`src/ccm_pkg.sv`:
```
// Purpose: Shared constants for the channel 3/4 capture/compare mode block
// Assumes: 32-bit Avalon-MM register bus with byte addresses
// Notes:   Timer clock is also the filter sampling base clock
package ccm_pkg;

	// ----------------------------------------------------------------
	// Register map
	// ----------------------------------------------------------------
	localparam logic [7:0]  MODE_OFFSET   = 8'h1C;
	localparam logic [7:0]  ENABLE_OFFSET = 8'h20;
	localparam logic [15:0] MODE_RESET    = 16'h0000;
	localparam logic [1:0]  ENABLE_RESET  = 2'h0;

	// ----------------------------------------------------------------
	// Mode register fields, byte of channel c at 7:0, channel d at 15:8
	// ----------------------------------------------------------------
	localparam int DIR_LSB      = 0;
	localparam int FAST_POS     = 2;
	localparam int PRELOAD_POS  = 3;
	localparam int CMPMODE_LSB  = 4;
	localparam int CLEAR_POS    = 7;
	localparam int PSC_LSB      = 2;
	localparam int FILTER_LSB   = 4;
	localparam int CHAN_D_SHIFT = 8;

	// ----------------------------------------------------------------
	// Enable register fields
	// ----------------------------------------------------------------
	localparam int EN_C_POS = 8;
	localparam int EN_D_POS = 12;

	// ----------------------------------------------------------------
	// Direction codes
	// ----------------------------------------------------------------
	typedef enum logic [1:0] {
		DIR_OUTPUT = 2'b00,
		DIR_DIRECT = 2'b01,
		DIR_CROSS  = 2'b10,
		DIR_TRIG   = 2'b11
	} dir_t;

	// ----------------------------------------------------------------
	// Filter tables indexed by filter code: sample divider and length
	// ----------------------------------------------------------------
	localparam logic [15:0][5:0] FILT_DIV = {
		6'h20, 6'h20, 6'h20, 6'h10, 6'h10, 6'h10, 6'h08, 6'h08,
		6'h04, 6'h04, 6'h02, 6'h02, 6'h01, 6'h01, 6'h01, 6'h01
	};
	localparam logic [15:0][3:0] FILT_LEN = {
		4'h8, 4'h6, 4'h5, 4'h8, 4'h6, 4'h5, 4'h8, 4'h6,
		4'h8, 4'h6, 4'h8, 4'h6, 4'h8, 4'h4, 4'h2, 4'h1
	};

endpackage : ccm_pkg

```
`src/ccm_input_chan.sv`:
```
// Purpose: Input path of one channel: routing, digital filter, prescaler
// Assumes: All inputs already in the timer clock domain
// Notes:   Capture event is a one-cycle pulse on each counted rising edge
module ccm_input_chan (
	// Clock and reset
	input  wire logic       clock_in,
	input  wire logic       arst_n_in,
	input  wire logic       ce_in,
	// Configuration
	input  wire logic [1:0] dir_sel_in,
	input  wire logic [1:0] prescale_in,
	input  wire logic [3:0] filter_in,
	input  wire logic       capture_en_in,
	// Sources
	input  wire logic       src_direct_in,
	input  wire logic       src_cross_in,
	input  wire logic       src_trig_in,
	// Results
	output logic            capture_input_out,
	output logic            capture_event_out
);

	typedef struct packed {
		logic [5:0] div_cnt;
		logic [3:0] run;
		logic       last;
		logic       filt;
		logic       filt_d;
		logic [2:0] psc;
		logic       evt;
	} chan_state_t;

	chan_state_t st_r;
	chan_state_t st_nxt;
	logic        raw;
	logic [5:0]  div;
	logic [3:0]  len;
	logic [2:0]  limit;

	// ----------------------------------------------------------------
	// Input routing
	// ----------------------------------------------------------------
	always_comb begin
		case (ccm_pkg::dir_t'(dir_sel_in))
			ccm_pkg::DIR_DIRECT: raw = src_direct_in;
			ccm_pkg::DIR_CROSS:  raw = src_cross_in;
			ccm_pkg::DIR_TRIG:   raw = src_trig_in;
			default:             raw = 1'b0;
		endcase
	end

	assign div   = ccm_pkg::FILT_DIV[filter_in];
	assign len   = ccm_pkg::FILT_LEN[filter_in];
	assign limit = 3'b111 >> (2'd3 - prescale_in);

	// ----------------------------------------------------------------
	// Filter and prescaler
	// ----------------------------------------------------------------
	always_comb begin
		st_nxt        = st_r;
		st_nxt.evt    = 1'b0;
		st_nxt.filt_d = st_r.filt;
		if (filter_in == 4'h0) begin
			st_nxt.filt = raw;
		end else if (st_r.div_cnt >= div - 6'h01) begin
			st_nxt.div_cnt = 6'h00;
			st_nxt.last    = raw;
			if (raw == st_r.last) begin
				if (st_r.run != 4'h8) begin
					st_nxt.run = st_r.run + 4'h1;
				end
			end else begin
				st_nxt.run = 4'h1;
			end
			if (st_nxt.run >= len) begin
				st_nxt.filt = raw;
			end
		end else begin
			st_nxt.div_cnt = st_r.div_cnt + 6'h01;
		end
		if (dir_sel_in == 2'b00 || !capture_en_in) begin
			st_nxt.psc = 3'h0;
		end else if (st_r.filt && !st_r.filt_d) begin
			if (st_r.psc >= limit) begin
				st_nxt.psc = 3'h0;
				st_nxt.evt = 1'b1;
			end else begin
				st_nxt.psc = st_r.psc + 3'h1;
			end
		end
	end

	always_ff @(posedge clock_in or negedge arst_n_in) begin
		if (!arst_n_in) begin
			st_r <= '0;
		end else if (ce_in) begin
			st_r <= st_nxt;
		end
	end

	assign capture_input_out = st_r.filt;
	assign capture_event_out = st_r.evt;

endmodule : ccm_input_chan

```
`src/ccm_mode_top.sv`:
```
// Purpose: Capture/compare mode register for channels c and d, with bus slave
// Assumes: Avalon-MM slave, byte addresses, one wait state per access
// Notes:   Channel enable bits sit in a companion register in this block
//
// Implementation choice: the Avalon-MM slave port.
module ccm_mode_top (
	// Clock and reset
	input  wire logic        clock_in,
	input  wire logic        arst_n_in,
	input  wire logic        ce_in,
	// Avalon-MM slave
	input  wire logic [7:0]  avs_address_in,
	input  wire logic        avs_read_in,
	input  wire logic        avs_write_in,
	input  wire logic [31:0] avs_writedata_in,
	input  wire logic [3:0]  avs_byteenable_in,
	output logic      [31:0] avs_readdata_out,
	output logic             avs_waitrequest_out,
	// Timer inputs and trigger sources
	input  wire logic        timer_input_c_in,
	input  wire logic        timer_input_d_in,
	input  wire logic        internal_trigger_src_in,
	input  wire logic        ext_trigger_filtered_in,
	input  wire logic        chan_c_ref_raw_in,
	input  wire logic        chan_d_ref_raw_in,
	// Output compare configuration
	output logic             chan_c_fast_enable_out,
	output logic             chan_c_preload_enable_out,
	output logic      [2:0]  chan_c_compare_mode_out,
	output logic             chan_d_fast_enable_out,
	output logic             chan_d_preload_enable_out,
	output logic      [2:0]  chan_d_compare_mode_out,
	output logic             chan_c_reference_out,
	output logic             chan_d_reference_out,
	// Channel state
	output logic             chan_c_enable_bit_out,
	output logic             chan_d_enable_bit_out,
	output logic      [1:0]  chan_c_direction_sel_out,
	output logic      [1:0]  chan_d_direction_sel_out,
	// Input capture results
	output logic             capture_input_c_out,
	output logic             capture_input_d_out,
	output logic             capture_event_c_out,
	output logic             capture_event_d_out
);

	typedef struct packed {
		logic [15:0] mode;
		logic [1:0]  enable;
		logic        ack;
		logic [31:0] rdata;
		logic [2:0]  sync_c;
		logic [2:0]  sync_d;
		logic        tin_c;
		logic        tin_d;
		logic        ref_c;
		logic        ref_d;
	} top_state_t;

	top_state_t st_r;
	top_state_t st_nxt;
	logic       req;
	logic       hit_mode;
	logic       hit_enable;
	logic [7:0] byte_c;
	logic [7:0] byte_d;
	logic       out_c;
	logic       out_d;

	assign req        = avs_read_in | avs_write_in;
	assign hit_mode   = (avs_address_in == ccm_pkg::MODE_OFFSET);
	assign hit_enable = (avs_address_in == ccm_pkg::ENABLE_OFFSET);
	assign byte_c     = st_r.mode[7:0];
	assign byte_d     = st_r.mode[15:8];
	assign out_c      = (byte_c[1:0] == 2'b00);
	assign out_d      = (byte_d[1:0] == 2'b00);

	// ----------------------------------------------------------------
	// Bus slave and register update
	// ----------------------------------------------------------------
	always_comb begin
		st_nxt     = st_r;
		st_nxt.ack = req & ~st_r.ack;
		if (req && !st_r.ack) begin
			if (hit_mode) begin
				st_nxt.rdata = {16'h0000, st_r.mode};
			end else if (hit_enable) begin
				st_nxt.rdata = '0;
				st_nxt.rdata[ccm_pkg::EN_C_POS] = st_r.enable[0];
				st_nxt.rdata[ccm_pkg::EN_D_POS] = st_r.enable[1];
			end else begin
				st_nxt.rdata = '0;
			end
		end
		if (avs_write_in && st_r.ack && hit_mode) begin
			if (avs_byteenable_in[0]) begin
				st_nxt.mode[7:2] = avs_writedata_in[7:2];
				if (!st_r.enable[0]) begin
					st_nxt.mode[1:0] = avs_writedata_in[1:0];
				end
			end
			if (avs_byteenable_in[1]) begin
				st_nxt.mode[15:10] = avs_writedata_in[15:10];
				if (!st_r.enable[1]) begin
					st_nxt.mode[9:8] = avs_writedata_in[9:8];
				end
			end
		end else if (avs_write_in && st_r.ack && hit_enable) begin
			if (avs_byteenable_in[1]) begin
				st_nxt.enable[0] = avs_writedata_in[ccm_pkg::EN_C_POS];
				st_nxt.enable[1] = avs_writedata_in[ccm_pkg::EN_D_POS];
			end
		end
		// Pin synchronisers: a level is taken once stages two and three agree
		st_nxt.sync_c = {st_r.sync_c[1:0], timer_input_c_in};
		st_nxt.sync_d = {st_r.sync_d[1:0], timer_input_d_in};
		if (st_r.sync_c[2] == st_r.sync_c[1]) begin
			st_nxt.tin_c = st_r.sync_c[2];
		end
		if (st_r.sync_d[2] == st_r.sync_d[1]) begin
			st_nxt.tin_d = st_r.sync_d[2];
		end
		// Reference clear by filtered external trigger
		st_nxt.ref_c = chan_c_ref_raw_in
			& ~(out_c & byte_c[ccm_pkg::CLEAR_POS] & ext_trigger_filtered_in);
		st_nxt.ref_d = chan_d_ref_raw_in
			& ~(out_d & byte_d[ccm_pkg::CLEAR_POS] & ext_trigger_filtered_in);
	end

	always_ff @(posedge clock_in or negedge arst_n_in) begin
		if (!arst_n_in) begin
			st_r        <= '0;
			st_r.mode   <= ccm_pkg::MODE_RESET;
			st_r.enable <= ccm_pkg::ENABLE_RESET;
		end else if (ce_in) begin
			st_r <= st_nxt;
		end
	end

	assign avs_waitrequest_out = req & ~st_r.ack;
	assign avs_readdata_out    = st_r.rdata;

	// ----------------------------------------------------------------
	// Output compare view; fast, preload and mode masked while the channel is an input
	// ----------------------------------------------------------------
	assign chan_c_fast_enable_out    = out_c & byte_c[ccm_pkg::FAST_POS];
	assign chan_c_preload_enable_out = out_c & byte_c[ccm_pkg::PRELOAD_POS];
	assign chan_c_compare_mode_out   = out_c ? byte_c[ccm_pkg::CMPMODE_LSB +: 3] : 3'h0;
	assign chan_d_fast_enable_out    = out_d & byte_d[ccm_pkg::FAST_POS];
	assign chan_d_preload_enable_out = out_d & byte_d[ccm_pkg::PRELOAD_POS];
	assign chan_d_compare_mode_out   = out_d ? byte_d[ccm_pkg::CMPMODE_LSB +: 3] : 3'h0;
	assign chan_c_reference_out      = st_r.ref_c;
	assign chan_d_reference_out      = st_r.ref_d;
	assign chan_c_enable_bit_out     = st_r.enable[0];
	assign chan_d_enable_bit_out     = st_r.enable[1];
	assign chan_c_direction_sel_out  = byte_c[ccm_pkg::DIR_LSB +: 2];
	assign chan_d_direction_sel_out  = byte_d[ccm_pkg::DIR_LSB +: 2];

	// ----------------------------------------------------------------
	// Input capture paths
	// ----------------------------------------------------------------
	ccm_input_chan u_chan_c (
		.clock_in          (clock_in),
		.arst_n_in         (arst_n_in),
		.ce_in             (ce_in),
		.dir_sel_in        (byte_c[ccm_pkg::DIR_LSB +: 2]),
		.prescale_in       (byte_c[ccm_pkg::PSC_LSB +: 2]),
		.filter_in         (byte_c[ccm_pkg::FILTER_LSB +: 4]),
		.capture_en_in     (st_r.enable[0]),
		.src_direct_in     (st_r.tin_c),
		.src_cross_in      (st_r.tin_d),
		.src_trig_in       (internal_trigger_src_in),
		.capture_input_out (capture_input_c_out),
		.capture_event_out (capture_event_c_out)
	);

	ccm_input_chan u_chan_d (
		.clock_in          (clock_in),
		.arst_n_in         (arst_n_in),
		.ce_in             (ce_in),
		.dir_sel_in        (byte_d[ccm_pkg::DIR_LSB +: 2]),
		.prescale_in       (byte_d[ccm_pkg::PSC_LSB +: 2]),
		.filter_in         (byte_d[ccm_pkg::FILTER_LSB +: 4]),
		.capture_en_in     (st_r.enable[1]),
		.src_direct_in     (st_r.tin_d),
		.src_cross_in      (st_r.tin_c),
		.src_trig_in       (internal_trigger_src_in),
		.capture_input_out (capture_input_d_out),
		.capture_event_out (capture_event_d_out)
	);

endmodule : ccm_mode_top

```
`config.mk`:
```
export PLATFORM = sky130hd
export DESIGN_NAME = ccm_mode_top
export DESIGN_NICKNAME = d
export VERILOG_FILES = /design/src/ccm_pkg.sv /design/src/ccm_input_chan.sv /design/src/ccm_mode_top.sv
export SDC_FILE = /design/constraint.sdc
export NUM_CORES = 1
export LEC_CHECK = 0
export BUFFER_PORTS_ARGS = -buffer_cell sky130_fd_sc_hd__buf_2
export CAP_MARGIN = 30
export CORE_MARGIN = 2
export CORE_UTILIZATION = 40
export CTS_CLUSTER_SIZE = 10
export DETAILED_ROUTE_END_ITERATION = 8
export GPL_TIMING_DRIVEN = 0
export PLACE_DENSITY = 0.68
export SLEW_MARGIN = 20
export SYNTH_ARGS = -nofsm -noshare
export SYNTH_HDL_FRONTEND = slang
export SYNTH_SLANG_ARGS = --single-unit
```
`constraint.sdc`:
```
create_clock -name clock_in -period 3.88 [get_ports clock_in]
set_clock_uncertainty 0.1 [all_clocks]
set_input_delay 0.388 -clock clock_in [delete_from_list [all_inputs] [get_ports clock_in]]
set_output_delay 0.388 -clock clock_in [all_outputs]
set_load 0.005 [all_outputs]
```
==> impl_metrics.env, run 1 <==
export IMPL_cts_resized=0
export IMPL_worst_r2r_endpoint="u_chan_d.st_r[8]"
export IMPL_critical_path_arrival_ps=3430
export IMPL_htree_levels=3
export IMPL_die_width_um=116.7
export IMPL_synth_avg_cell_area_um2=9.553
export IMPL_clock_tree_buffer_depth=2
export IMPL_detail_route_iter0_violations=281
export IMPL_critical_path_slowest_cell="o211ai_1"
export IMPL_r2r_worst_path_cells=9
export IMPL_grt_usage=0.1770
export IMPL_wl_per_cell_um=14.49
export IMPL_grt_start_max_net_pins=58
export IMPL_yosysSeqAreaShare=0.3890
export IMPL_worst_ir_drop_vdd_v=0.0002255
export IMPL_xor_xnor_share_of_the_synthesized_area=0.02019
export IMPL_clk_latency_ps=340
export IMPL_ios=110
export IMPL_insertedDiodeCount=0
export IMPL_final_nets=736
export IMPL_port_buffers=75
export IMPL_design_power_total_mw=2.807
export IMPL_drc=0
export IMPL_post_synthesis_simple_gate_area_fraction=0.1679
export IMPL_tritoncts="done"
export IMPL_start_kind="register"
export IMPL_cts_clk_slew_worst_paths_ps=60
export IMPL_final_layout_size_suffix_gt1_frac=0.2707
export IMPL_synthesis_yosys_warnings=0
export IMPL_final_cell_count_no_fill=811
export IMPL_cell_count_after_synthesis=532
export IMPL_slew_limit_headroom=0.4776
export IMPL_path_class="register to register"
export IMPL_die_y_um=116.7
export IMPL_post_route_period_util=0.8525
export IMPL_timing_critical_path_cells="clkbuf_1, or2_2, ha_1, xor2_1, ha_1, a211oi_1, nand2_1, o211ai_1, mux2_2"
export IMPL_power_per_cell_area_nw_per_um2=461.6
export IMPL_drtPass1Iterations=4
export IMPL_hold_path_class="primary input to register"
export IMPL_path_max_fanout=10
export IMPL_yosys_register_bits=79
export IMPL_fillers=1164
export IMPL_finalSetupViolCount=0
export IMPL_synth_edff_count=0
export IMPL_period_minus_slack_ps=3308
export IMPL_number_of_placement_rows=41
export IMPL_synth_lib_cells_used_distinct=59
export IMPL_worst_margin_slew_ps=780.1
export IMPL_muxShareOfSynthArea=0.05638
export IMPL_cpLargestDelayFamily="compound AO/OA/AOI/OAI gates"
export IMPL_vias_in_the_first_global_route=4028
export IMPL_core_region_area_um2=12520
export IMPL_gp_congestion=0.8436
export IMPL_report_final_hold_viol_count=0
export IMPL_global_route_overflow_total=0
export IMPL_tritoncts_buffer_count=9
export IMPL_dpl_hpwl_um=8719
export IMPL_synth_top_area_frac=0.3890
export IMPL_synth_area_leaders="dfrtp_1 39%, ha_1 11%, buf_4 5.6%, o21ai_0 4.6%, mux2_2 4.0%"
export IMPL_postSynth_asyncResetShare=1.000
export IMPL_crit_path_end="u_chan_d.st_r[8]"
export IMPL_totalNegativeSetupSlack_ps=0
export IMPL_ratio_of_routed_vias_to_standard_cells=5.180
export IMPL_timing_critical_path_from="byte_d[7]"
export IMPL_post_place_ws_ps=570.2
export IMPL_required_ps=4010
export IMPL_timing_rr_start="byte_d[7]"
export IMPL_floorplan_initialDensity=0.4060
export IMPL_count_of_maximum_capacitance_violations=0
export IMPL_wire_length_of_the_first_global_routing_pass_um=19230
export IMPL_fmax_mhz=302.3
export IMPL_cellLeakagePower_nw=3.098
export IMPL_syn_cell_area_um2=5082
export IMPL_layout_core_utilization=0.4858
export IMPL_cp_num_cells=9
export IMPL_synth_compound_area_frac=0.1654
export IMPL_clockRootBuffer="clkbuf_16"
export IMPL_top_cell_by_count_worst_path="ha_1"
export IMPL_floorplan_die_area_um2=13620
export IMPL_numPlacedInstances=795
export IMPL_reg2reg_slack_ps=570
export IMPL_timing_max_transition_violations_final=0
export IMPL_final_hold_worst_slack_ps=149.4
export IMPL_design_area_um2=6081
export IMPL_crit_path_max_incr_delay_ps=640
export IMPL_worstSetupEndpointType="register"
export IMPL_antenna_violations_before_repair=0
export IMPL_via_count=4201
export IMPL_route_antenna_remaining_nets=0
export IMPL_route_final_wire_length_um=11750
export IMPL_dominant_combinational_cell_family_by_area_after_synthesis="simple AND/OR/NAND/NOR gates"
export IMPL_run_status="complete, no violations"
export IMPL_synth_fa_ha_area_frac=0.1132
export IMPL_setup_slack_ps=572.1
export IMPL_grt_setup_unrepaired="false"
export IMPL_dpl_cell_area_um2=5759
export IMPL_area_delta_synth_final_pct=19.65
export IMPL_synth_top_cell_by_area="dfrtp_1"
export IMPL_cp_num_buf_inv=1
export IMPL_clock_sinks=79
export IMPL_synthFlopType="dfrtp_1"
-- sequential cells by signal (all words and copies together) (netlist names), 2 cells and up --
signal                    count
st_r                          5
chan_c_direction_sel_out      2
u_chan_c.st_r                15
st_nxt                        4
avs_readdata_out             16
u_chan_d.st_r                15
byte_d                        6
chan_d_direction_sel_out      2
byte_c                        6
-- worst min-delay path by stage --
stage | start | to | slack (ps) | depth (start not counted)
2_1_floorplan | arst_n_in | avs_readdata_out[0] | -8 | 0
3_3_place_gp | st_nxt[5] | st_nxt[6] | 360 | 2
3_5_place_dp | arst_n_in | u_chan_d.st_r[13] | 220 | 1
4_1_cts | avs_writedata_in[3] | byte_c[3] | 150 | 3
5_1_grt | avs_writedata_in[5] | byte_c[5] | 160 | 3
6_report | avs_writedata_in[3] | byte_c[3] | 150 | 3
-- metal layers --
metal  global-route usage  part of all wire  vias up
met3              0.01713             0.034       15
met1               0.2349              0.47     2035
li1                     -                 -     2051
met5                    0                 0        -
met2               0.2933              0.48      100
met4              0.08078             0.018        0
-- timing repair --
| item | 4_1_cts | 5_1_grt |
|---|---|---|
| endpoints found under the hold margin | 22 | 0 |
| buffers inserted | 0 | 0 |
| hold buffers | 1 | 0 |
-- layout by cell type (no fill, tap or decap), types with 5 or more instances in the layout --
cell | synthesis | routed
o21a_1 | 5 | 5
xor2_1 | 7 | 7
nor2_1 | 25 | 25
a22o_1 | 16 | 16
buf_4 | 38 | 39
nor3b_1 | 5 | 5
a21o_1 | 11 | 11
buf_2 | 6 | 80
o21ai_0 | 47 | 47
o211ai_1 | 5 | 5
and3_1 | 5 | 5
clkbuf_1 | 9 | 9
or2_2 | 6 | 6
a21oi_1 | 21 | 21
nor2b_1 | 5 | 5
conb_1 | 1 | 16
a31oi_1 | 5 | 5
a211oi_1 | 5 | 5
nand2_1 | 44 | 44
clkbuf_16 | 0 | 9
mux2_2 | 18 | 18
inv_1 | 23 | 23
mux2i_1 | 5 | 5
nor3_1 | 19 | 19
ha_1 | 46 | 46
dfrtp_1 | 79 | 79
nand2b_1 | 11 | 11
nand3_1 | 14 | 14
-- cell usage after synthesis (all sizes together), types with 11 or more instances --
library cell	number
inv	24
nand2	44
nand3	14
mux2	21
a21o	11
buf	45
a21oi	23
nor3	20
dfrtp	79
a22o	16
o21ai	47
ha	46
nand2b	11
nor2	27
-- worst reg2reg max path, delay by kind of cell (launching register included) --
| family | cells | cell delay, ps |
|---|---|---|
| flip-flops | 1 | 470 |
| XOR/XNOR | 1 | 180 |
| multiplexers | 1 | 410 |
| adder cells (fa/ha/maj) | 2 | 420 |
| AO/OA/AOI/OAI | 2 | 870 |
| AND/OR/NAND/NOR | 2 | 490 |
| buffers and inverters | 1 | 270 |
-- layout make-up --
type / count / area (µm²) / area share
clock buffer: 9 / 225.2 / 0.03704
buffer: 54 / 352.8 / 0.05802
sequential: 79 / 1977 / 0.3251
clock inverter: 6 / 86.33 / 0.01420
inverter: 24 / 90.09 / 0.01481
tap: 172 / 215.2 / 0.03539
timing repair buffer: 77 / 415.4 / 0.06831
multi-input combinational: 390 / 2719 / 0.4471
-- logic make-up after synthesis --
kind of cell    Yosys count
buf+inv                  78
flops                    79
mux                      26
fa+ha+maj                46
xor+xnor                 10
compound gates          131
simple gates            161
other cells               1
-- power breakdown --
group | internal, mW | total (mW) | switching (mW)
sequential | 0.948 | 1.08 | 0.133
combinational | 0.381 | 0.827 | 0.446
clock | 0.558 | 0.898 | 0.340
Power figures use the tool's default switching activity.
==> run 2: changes to the inputs <==
BUFFER_PORTS_ARGS = -buffer_cell sky130_fd_sc_hd__buf_4   (was -buffer_cell sky130_fd_sc_hd__buf_2)
==> impl_metrics.env, run 2 (same netlist as run 1, synthesis figures left out) <==
export IMPL_run_status="complete, no violations"
export IMPL_dpl_hpwl_um=8690
export IMPL_clockRootBuffer="clkbuf_16"
export IMPL_finalSetupViolCount=0
export IMPL_fillers=1165
export IMPL_ios=110
export IMPL_crit_path_max_incr_delay_ps=540
export IMPL_layout_commonest_cell="buf_4"
export IMPL_gp_congestion=0.8217
export IMPL_route_antenna_remaining_nets=0
export IMPL_required_ps=4000
export IMPL_core_region_area_um2=12520
export IMPL_period_minus_slack_ps=3322
export IMPL_clock_sinks=79
export IMPL_area_delta_synth_final_pct=22.90
export IMPL_die_width_um=116.7
export IMPL_cp_num_buf_inv=2
export IMPL_sw_frac_of_total=0.3342
export IMPL_port_buffers=75
export IMPL_wire_length_of_the_first_global_routing_pass_um=18700
export IMPL_multiInputGateArea_um2=2719
export IMPL_tritoncts_buffer_count=9
export IMPL_count_of_maximum_capacitance_violations=0
export IMPL_fmax_mhz=301.0
export IMPL_wl_per_cell_um=14.35
export IMPL_htree_levels=3
export IMPL_post_place_ws_ps=601.0
export IMPL_grt_start_max_net_pins=51
export IMPL_cts_clk_slew_worst_paths_ps=60
export IMPL_slew_limit_headroom=0.5395
export IMPL_global_route_overflow_total=0
export IMPL_drtPass1Iterations=4
export IMPL_p_seq_frac=0.391
export IMPL_totalNegativeSetupSlack_ps=0
export IMPL_worst_margin_slew_ps=687.7
export IMPL_route_final_wire_length_um=11650
export IMPL_critical_path_arrival_ps=3440
export IMPL_grt_setup_unrepaired="false"
export IMPL_number_of_placement_rows=41
export IMPL_floorplan_die_area_um2=13620
export IMPL_timing_max_transition_violations_final=0
export IMPL_final_layout_size_suffix_gt1_frac=0.2688
export IMPL_tritoncts="done"
export IMPL_via_count=4138
export IMPL_start_kind="register"
export IMPL_post_route_period_util=0.8563
export IMPL_critical_path_slowest_cell="o211ai_1"
export IMPL_path_max_fanout=10
export IMPL_worstSetupEndpointType="register"
export IMPL_cts_resized=0
export IMPL_clk_latency_ps=340
export IMPL_setup_slack_ps=557.7
export IMPL_power_frac_comb=0.303
export IMPL_floorplan_initialDensity=0.4060
export IMPL_layout_common_cells="113 x buf_4, 79 x dfrtp_1, 47 x o21ai_0, 46 x ha_1, 44 x nand2_1"
export IMPL_grt_usage=0.1737
export IMPL_report_final_hold_viol_count=0
export IMPL_net_switching_power_mw=0.9253
export IMPL_insertedDiodeCount=0
export IMPL_die_y_um=116.7
export IMPL_ratio_of_routed_vias_to_standard_cells=5.096
export IMPL_drc=0
export IMPL_cellLeakagePower_nw=3.126
export IMPL_path_class="register to register"
export IMPL_power_share_clock=0.306
export IMPL_antenna_violations_before_repair=0
export IMPL_area_sequential_um2=1977
export IMPL_clock_tree_buffer_depth=2
export IMPL_hold_path_class="primary input to register"
export IMPL_design_power_total_mw=2.768
export IMPL_worst_ir_drop_vdd_v=0.0002751
export IMPL_cpLargestDelayFamily="compound AO/OA/AOI/OAI gates"
export IMPL_power_per_cell_area_nw_per_um2=443.2
export IMPL_final_hold_worst_slack_ps=150.7
export IMPL_timing_critical_path_cells="buf_2, clkbuf_1, nand3_1, ha_1, nor3_1, a21oi_1, ha_1, a211oi_1, nand2_1, o211ai_1, nor2_1, a221o_1"
export IMPL_detail_route_iter0_violations=186
export IMPL_final_nets=736
export IMPL_vias_in_the_first_global_route=3976
export IMPL_largest_register_ffs=16
export IMPL_internal_power_mw=1.843
export IMPL_top_cell_by_count_worst_path="ha_1"
==> run 2: changes by cell type in the layout (fill, tap and decap cells not counted) <==
cell	change
clkinvlp_4	+1
clkinv_2	-1
bufinv_16	-1
buf_2	-74
clkbuf_1	+2
buf_4	+74
==> run 2: timing repair <==
action,CTS,global route
setup buffers,0,0
hold buffers,1,0
endpoints found under the hold margin,29,0
==> run 2: final cells by class <==
class | instances | area share
Buffer | 54 | 0.05649
Clock buffer | 11 | 0.03726
Clock inverter | 5 | 0.009415
Inverter | 24 | 0.01442
Multi-Input combinational cell | 390 | 0.4353
Sequential cell | 79 | 0.3165
Tap cell | 172 | 0.03446
Timing Repair Buffer | 77 | 0.09615
==> run 2: worst min-delay path, cell delays in order <==
cell     delay, ps
buf_4           70
nand2_1         30
o21ai_0         60
==> run 2: final timing paths <==
check | cells past startpoint | to | startpoint | slack [ps]
worst min-delay path | 3 | byte_c[5] | avs_writedata_in[5] | 150
worst min register to register | 2 | st_nxt[6] | st_nxt[5] | 380
max in group asynchronous | 3 | u_chan_c.st_r[4] | arst_n_in | 2670
min in group asynchronous | 2 | u_chan_d.st_r[12] | arst_n_in | 420
worst max register to register | 12 | u_chan_c.st_r[10] | byte_c[6] | 560
worst max-delay path | 12 | u_chan_c.st_r[10] | byte_c[6] | 560
==> run 2: power groups by stage <==
stage	sequential, mW	clock (mW)	combinational [mW]
2_1_floorplan	1.06	0	0.612
3_3_place_gp	1.08	0	0.786
3_5_place_dp	1.09	0	0.834
4_1_cts	1.08	0.865	0.845
5_1_grt	1.10	0.902	0.964
6_report	1.08	0.847	0.840
==> run 2: metal layers <==
metal	share of wire	track usage
met1	0.46	0.2243
met2	0.48	0.2909
met3	0.040	0.03010
met4	0.019	0.06745
met5	0	0
==> run 2: stage by stage <==
stage | util | std cells | instance area [µm²]
2_1_floorplan | - | 547 | 5139
3_3_place_gp | 0.4727 | 794 | 5917
3_5_place_dp | 0.4749 | 795 | 5944
4_1_cts | 0.4990 | 812 | 6246
5_1_grt | 0.4990 | 812 | 6246
6_report | 0.4990 | 812 | 6246
==> run 3: changes to the inputs <==
REMOVE_ABC_BUFFERS = 1   (was default)
==> impl_metrics.env, run 3 (same netlist as run 1, synthesis figures left out) <==
export IMPL_route_antenna_remaining_nets=0
export IMPL_clockRootBuffer="clkbuf_16"
export IMPL_die_width_um=116.7
export IMPL_slew_limit_headroom=0.4109
export IMPL_dpl_cell_area_um2=5598
export IMPL_clock_sinks=79
export IMPL_wl_per_cell_um=15.12
export IMPL_timing_max_transition_violations_final=0
export IMPL_startpoint_of_the_most_critical_hold_path="avs_writedata_in[4]"
export IMPL_tritoncts="done"
export IMPL_path_class="register to register"
export IMPL_clk_latency_ps=330
export IMPL_largest_register_ffs=16
export IMPL_ios=110
export IMPL_power_per_cell_area_nw_per_um2=471.3
export IMPL_wire_length_of_the_first_global_routing_pass_um=18670
export IMPL_layout_common_cells="79 x dfrtp_1, 75 x buf_4, 47 x o21ai_0, 46 x ha_1, 44 x nand2_1"
export IMPL_totalNegativeSetupSlack_ps=0
export IMPL_grt_usage=0.1746
export IMPL_port_buffers=75
export IMPL_ratio_of_routed_vias_to_standard_cells=5.251
export IMPL_report_final_hold_viol_count=0
export IMPL_number_of_placement_rows=41
export IMPL_worst_ir_drop_vdd_v=0.0002473
export IMPL_worstSetupEndpointType="register"
export IMPL_worst_margin_slew_ps=881.6
export IMPL_detail_route_iter0_violations=202
export IMPL_area_delta_synth_final_pct=16.47
export IMPL_critical_path_arrival_ps=3450
export IMPL_post_route_period_util=0.8579
export IMPL_final_nets=682
export IMPL_timing_critical_path_from="byte_d[6]"
export IMPL_fmax_mhz=300.4
export IMPL_gp_congestion=0.8459
export IMPL_layout_commonest_cell="dfrtp_1"
export IMPL_final_layout_size_suffix_gt1_frac=0.2175
export IMPL_antenna_violations_before_repair=0
export IMPL_dpl_hpwl_um=8370
export IMPL_run_status="complete, no violations"
export IMPL_clock_tree_buffer_depth=2
export IMPL_global_route_overflow_total=0
export IMPL_floorplan_initialDensity=0.4060
export IMPL_design_area_um2=5919
export IMPL_cts_resized=0
export IMPL_drtPass1Iterations=4
export IMPL_hold_path_class="primary input to register"
export IMPL_period_minus_slack_ps=3329
export IMPL_timing_hold_worst_path_depth=3
export IMPL_htree_levels=3
export IMPL_floorplan_die_area_um2=13620
export IMPL_drc=0
export IMPL_path_max_fanout=16
export IMPL_start_kind="register"
export IMPL_route_final_wire_length_um=11430
export IMPL_cts_clk_slew_worst_paths_ps=60
export IMPL_count_of_maximum_capacitance_violations=0
export IMPL_finalSetupViolCount=0
export IMPL_cellLeakagePower_nw=2.904
export IMPL_vias_in_the_first_global_route=3863
export IMPL_r2r_worst_path_cells=9
export IMPL_via_count=3970
export IMPL_post_cts_setup_buffer_count=0
export IMPL_insertedDiodeCount=0
export IMPL_ctsHoldBuffers=1
export IMPL_core_region_area_um2=12520
export IMPL_grt_start_max_net_pins=54
export IMPL_die_y_um=116.7
export IMPL_required_ps=4000
export IMPL_timing_rr_start="byte_d[6]"
export IMPL_grt_setup_unrepaired="false"
export IMPL_tritoncts_buffer_count=9
[run 3: cell count changes in the layout (fill, tap and decap cells not counted), sizes merged]
cell / before / now
bufinv: 1 / 2
clkbuf: 20 / 11
clkinvlp: 2 / 0
buf: 121 / 76
clkinv: 2 / 1
[run 3: path summary, 6_finish.rpt]
kind                                               to  slack, ps
max in group asynchronous                   byte_d[6]       2670
setup / recovery                     u_chan_d.st_r[8]        550
setup reg to reg                     u_chan_d.st_r[8]        550
hold / removal                              byte_c[4]        170
min in group asynchronous  u_chan_d.capture_event_out        420
hold reg to reg                             st_nxt[9]        380
[run 3: final cells by class]
class                           instances  area, µm²
Clock buffer                           11      242.7
Inverter                               24      90.09
Timing Repair Buffer                   77      600.6
Clock inverter                          3      68.82
Sequential cell                        79       1977
Fill cell                            1192       6598
Multi-Input combinational cell        390       2725
Tap cell                              172      215.2
[run 3: where the power goes]
| part | total, mW | internal, mW | leakage [nW] | switching (mW) |
|---|---|---|---|---|
| clock | 0.893 | 0.575 | 0.152 | 0.318 |
| combinational | 0.810 | 0.379 | 1.76 | 0.430 |
| sequential | 1.09 | 0.948 | 0.996 | 0.139 |
[run 3: per-layer routing]
| metal | part of all wire | GRT usage | routed length (µm) | vias to the layer above |
|---|---|---|---|---|
| met5 | 0 | 0 | 0 | - |
| met4 | 0.014 | 0.05882 | 155 | 0 |
| met3 | 0.061 | 0.03840 | 695 | 15 |
| met2 | 0.47 | 0.2825 | 5371 | 111 |
| met1 | 0.46 | 0.2326 | 5206 | 1903 |
| li1 | - | - | - | 1941 |
[run 3: stage by stage]
step / total power [mW] / std cells / setup slack [ps] / hold WS (ps) / utilization
2_1_floorplan: 1.651 / 493 / 968.7 / -7.591 / -
3_3_place_gp: 1.850 / 740 / 582.0 / 365.1 / 0.4445
3_5_place_dp: 1.902 / 741 / 552.7 / 240.9 / 0.4472
4_1_cts: 2.812 / 756 / 545.1 / 159.9 / 0.4729
5_1_grt: 2.996 / 756 / 265.4 / 175.6 / 0.4729
6_report: 2.790 / 756 / 551.3 / 167.0 / 0.4729
[run 3: worst max-delay path: stages (launching register included)]
cell and delay [ps]:
dfrtp_1 660, inv_1 180, or3_1 340, ha_1 230, xor2_1 170, ha_1 170
a211oi_1 220, nand2_1 130, o211ai_1 600, mux2_2 400
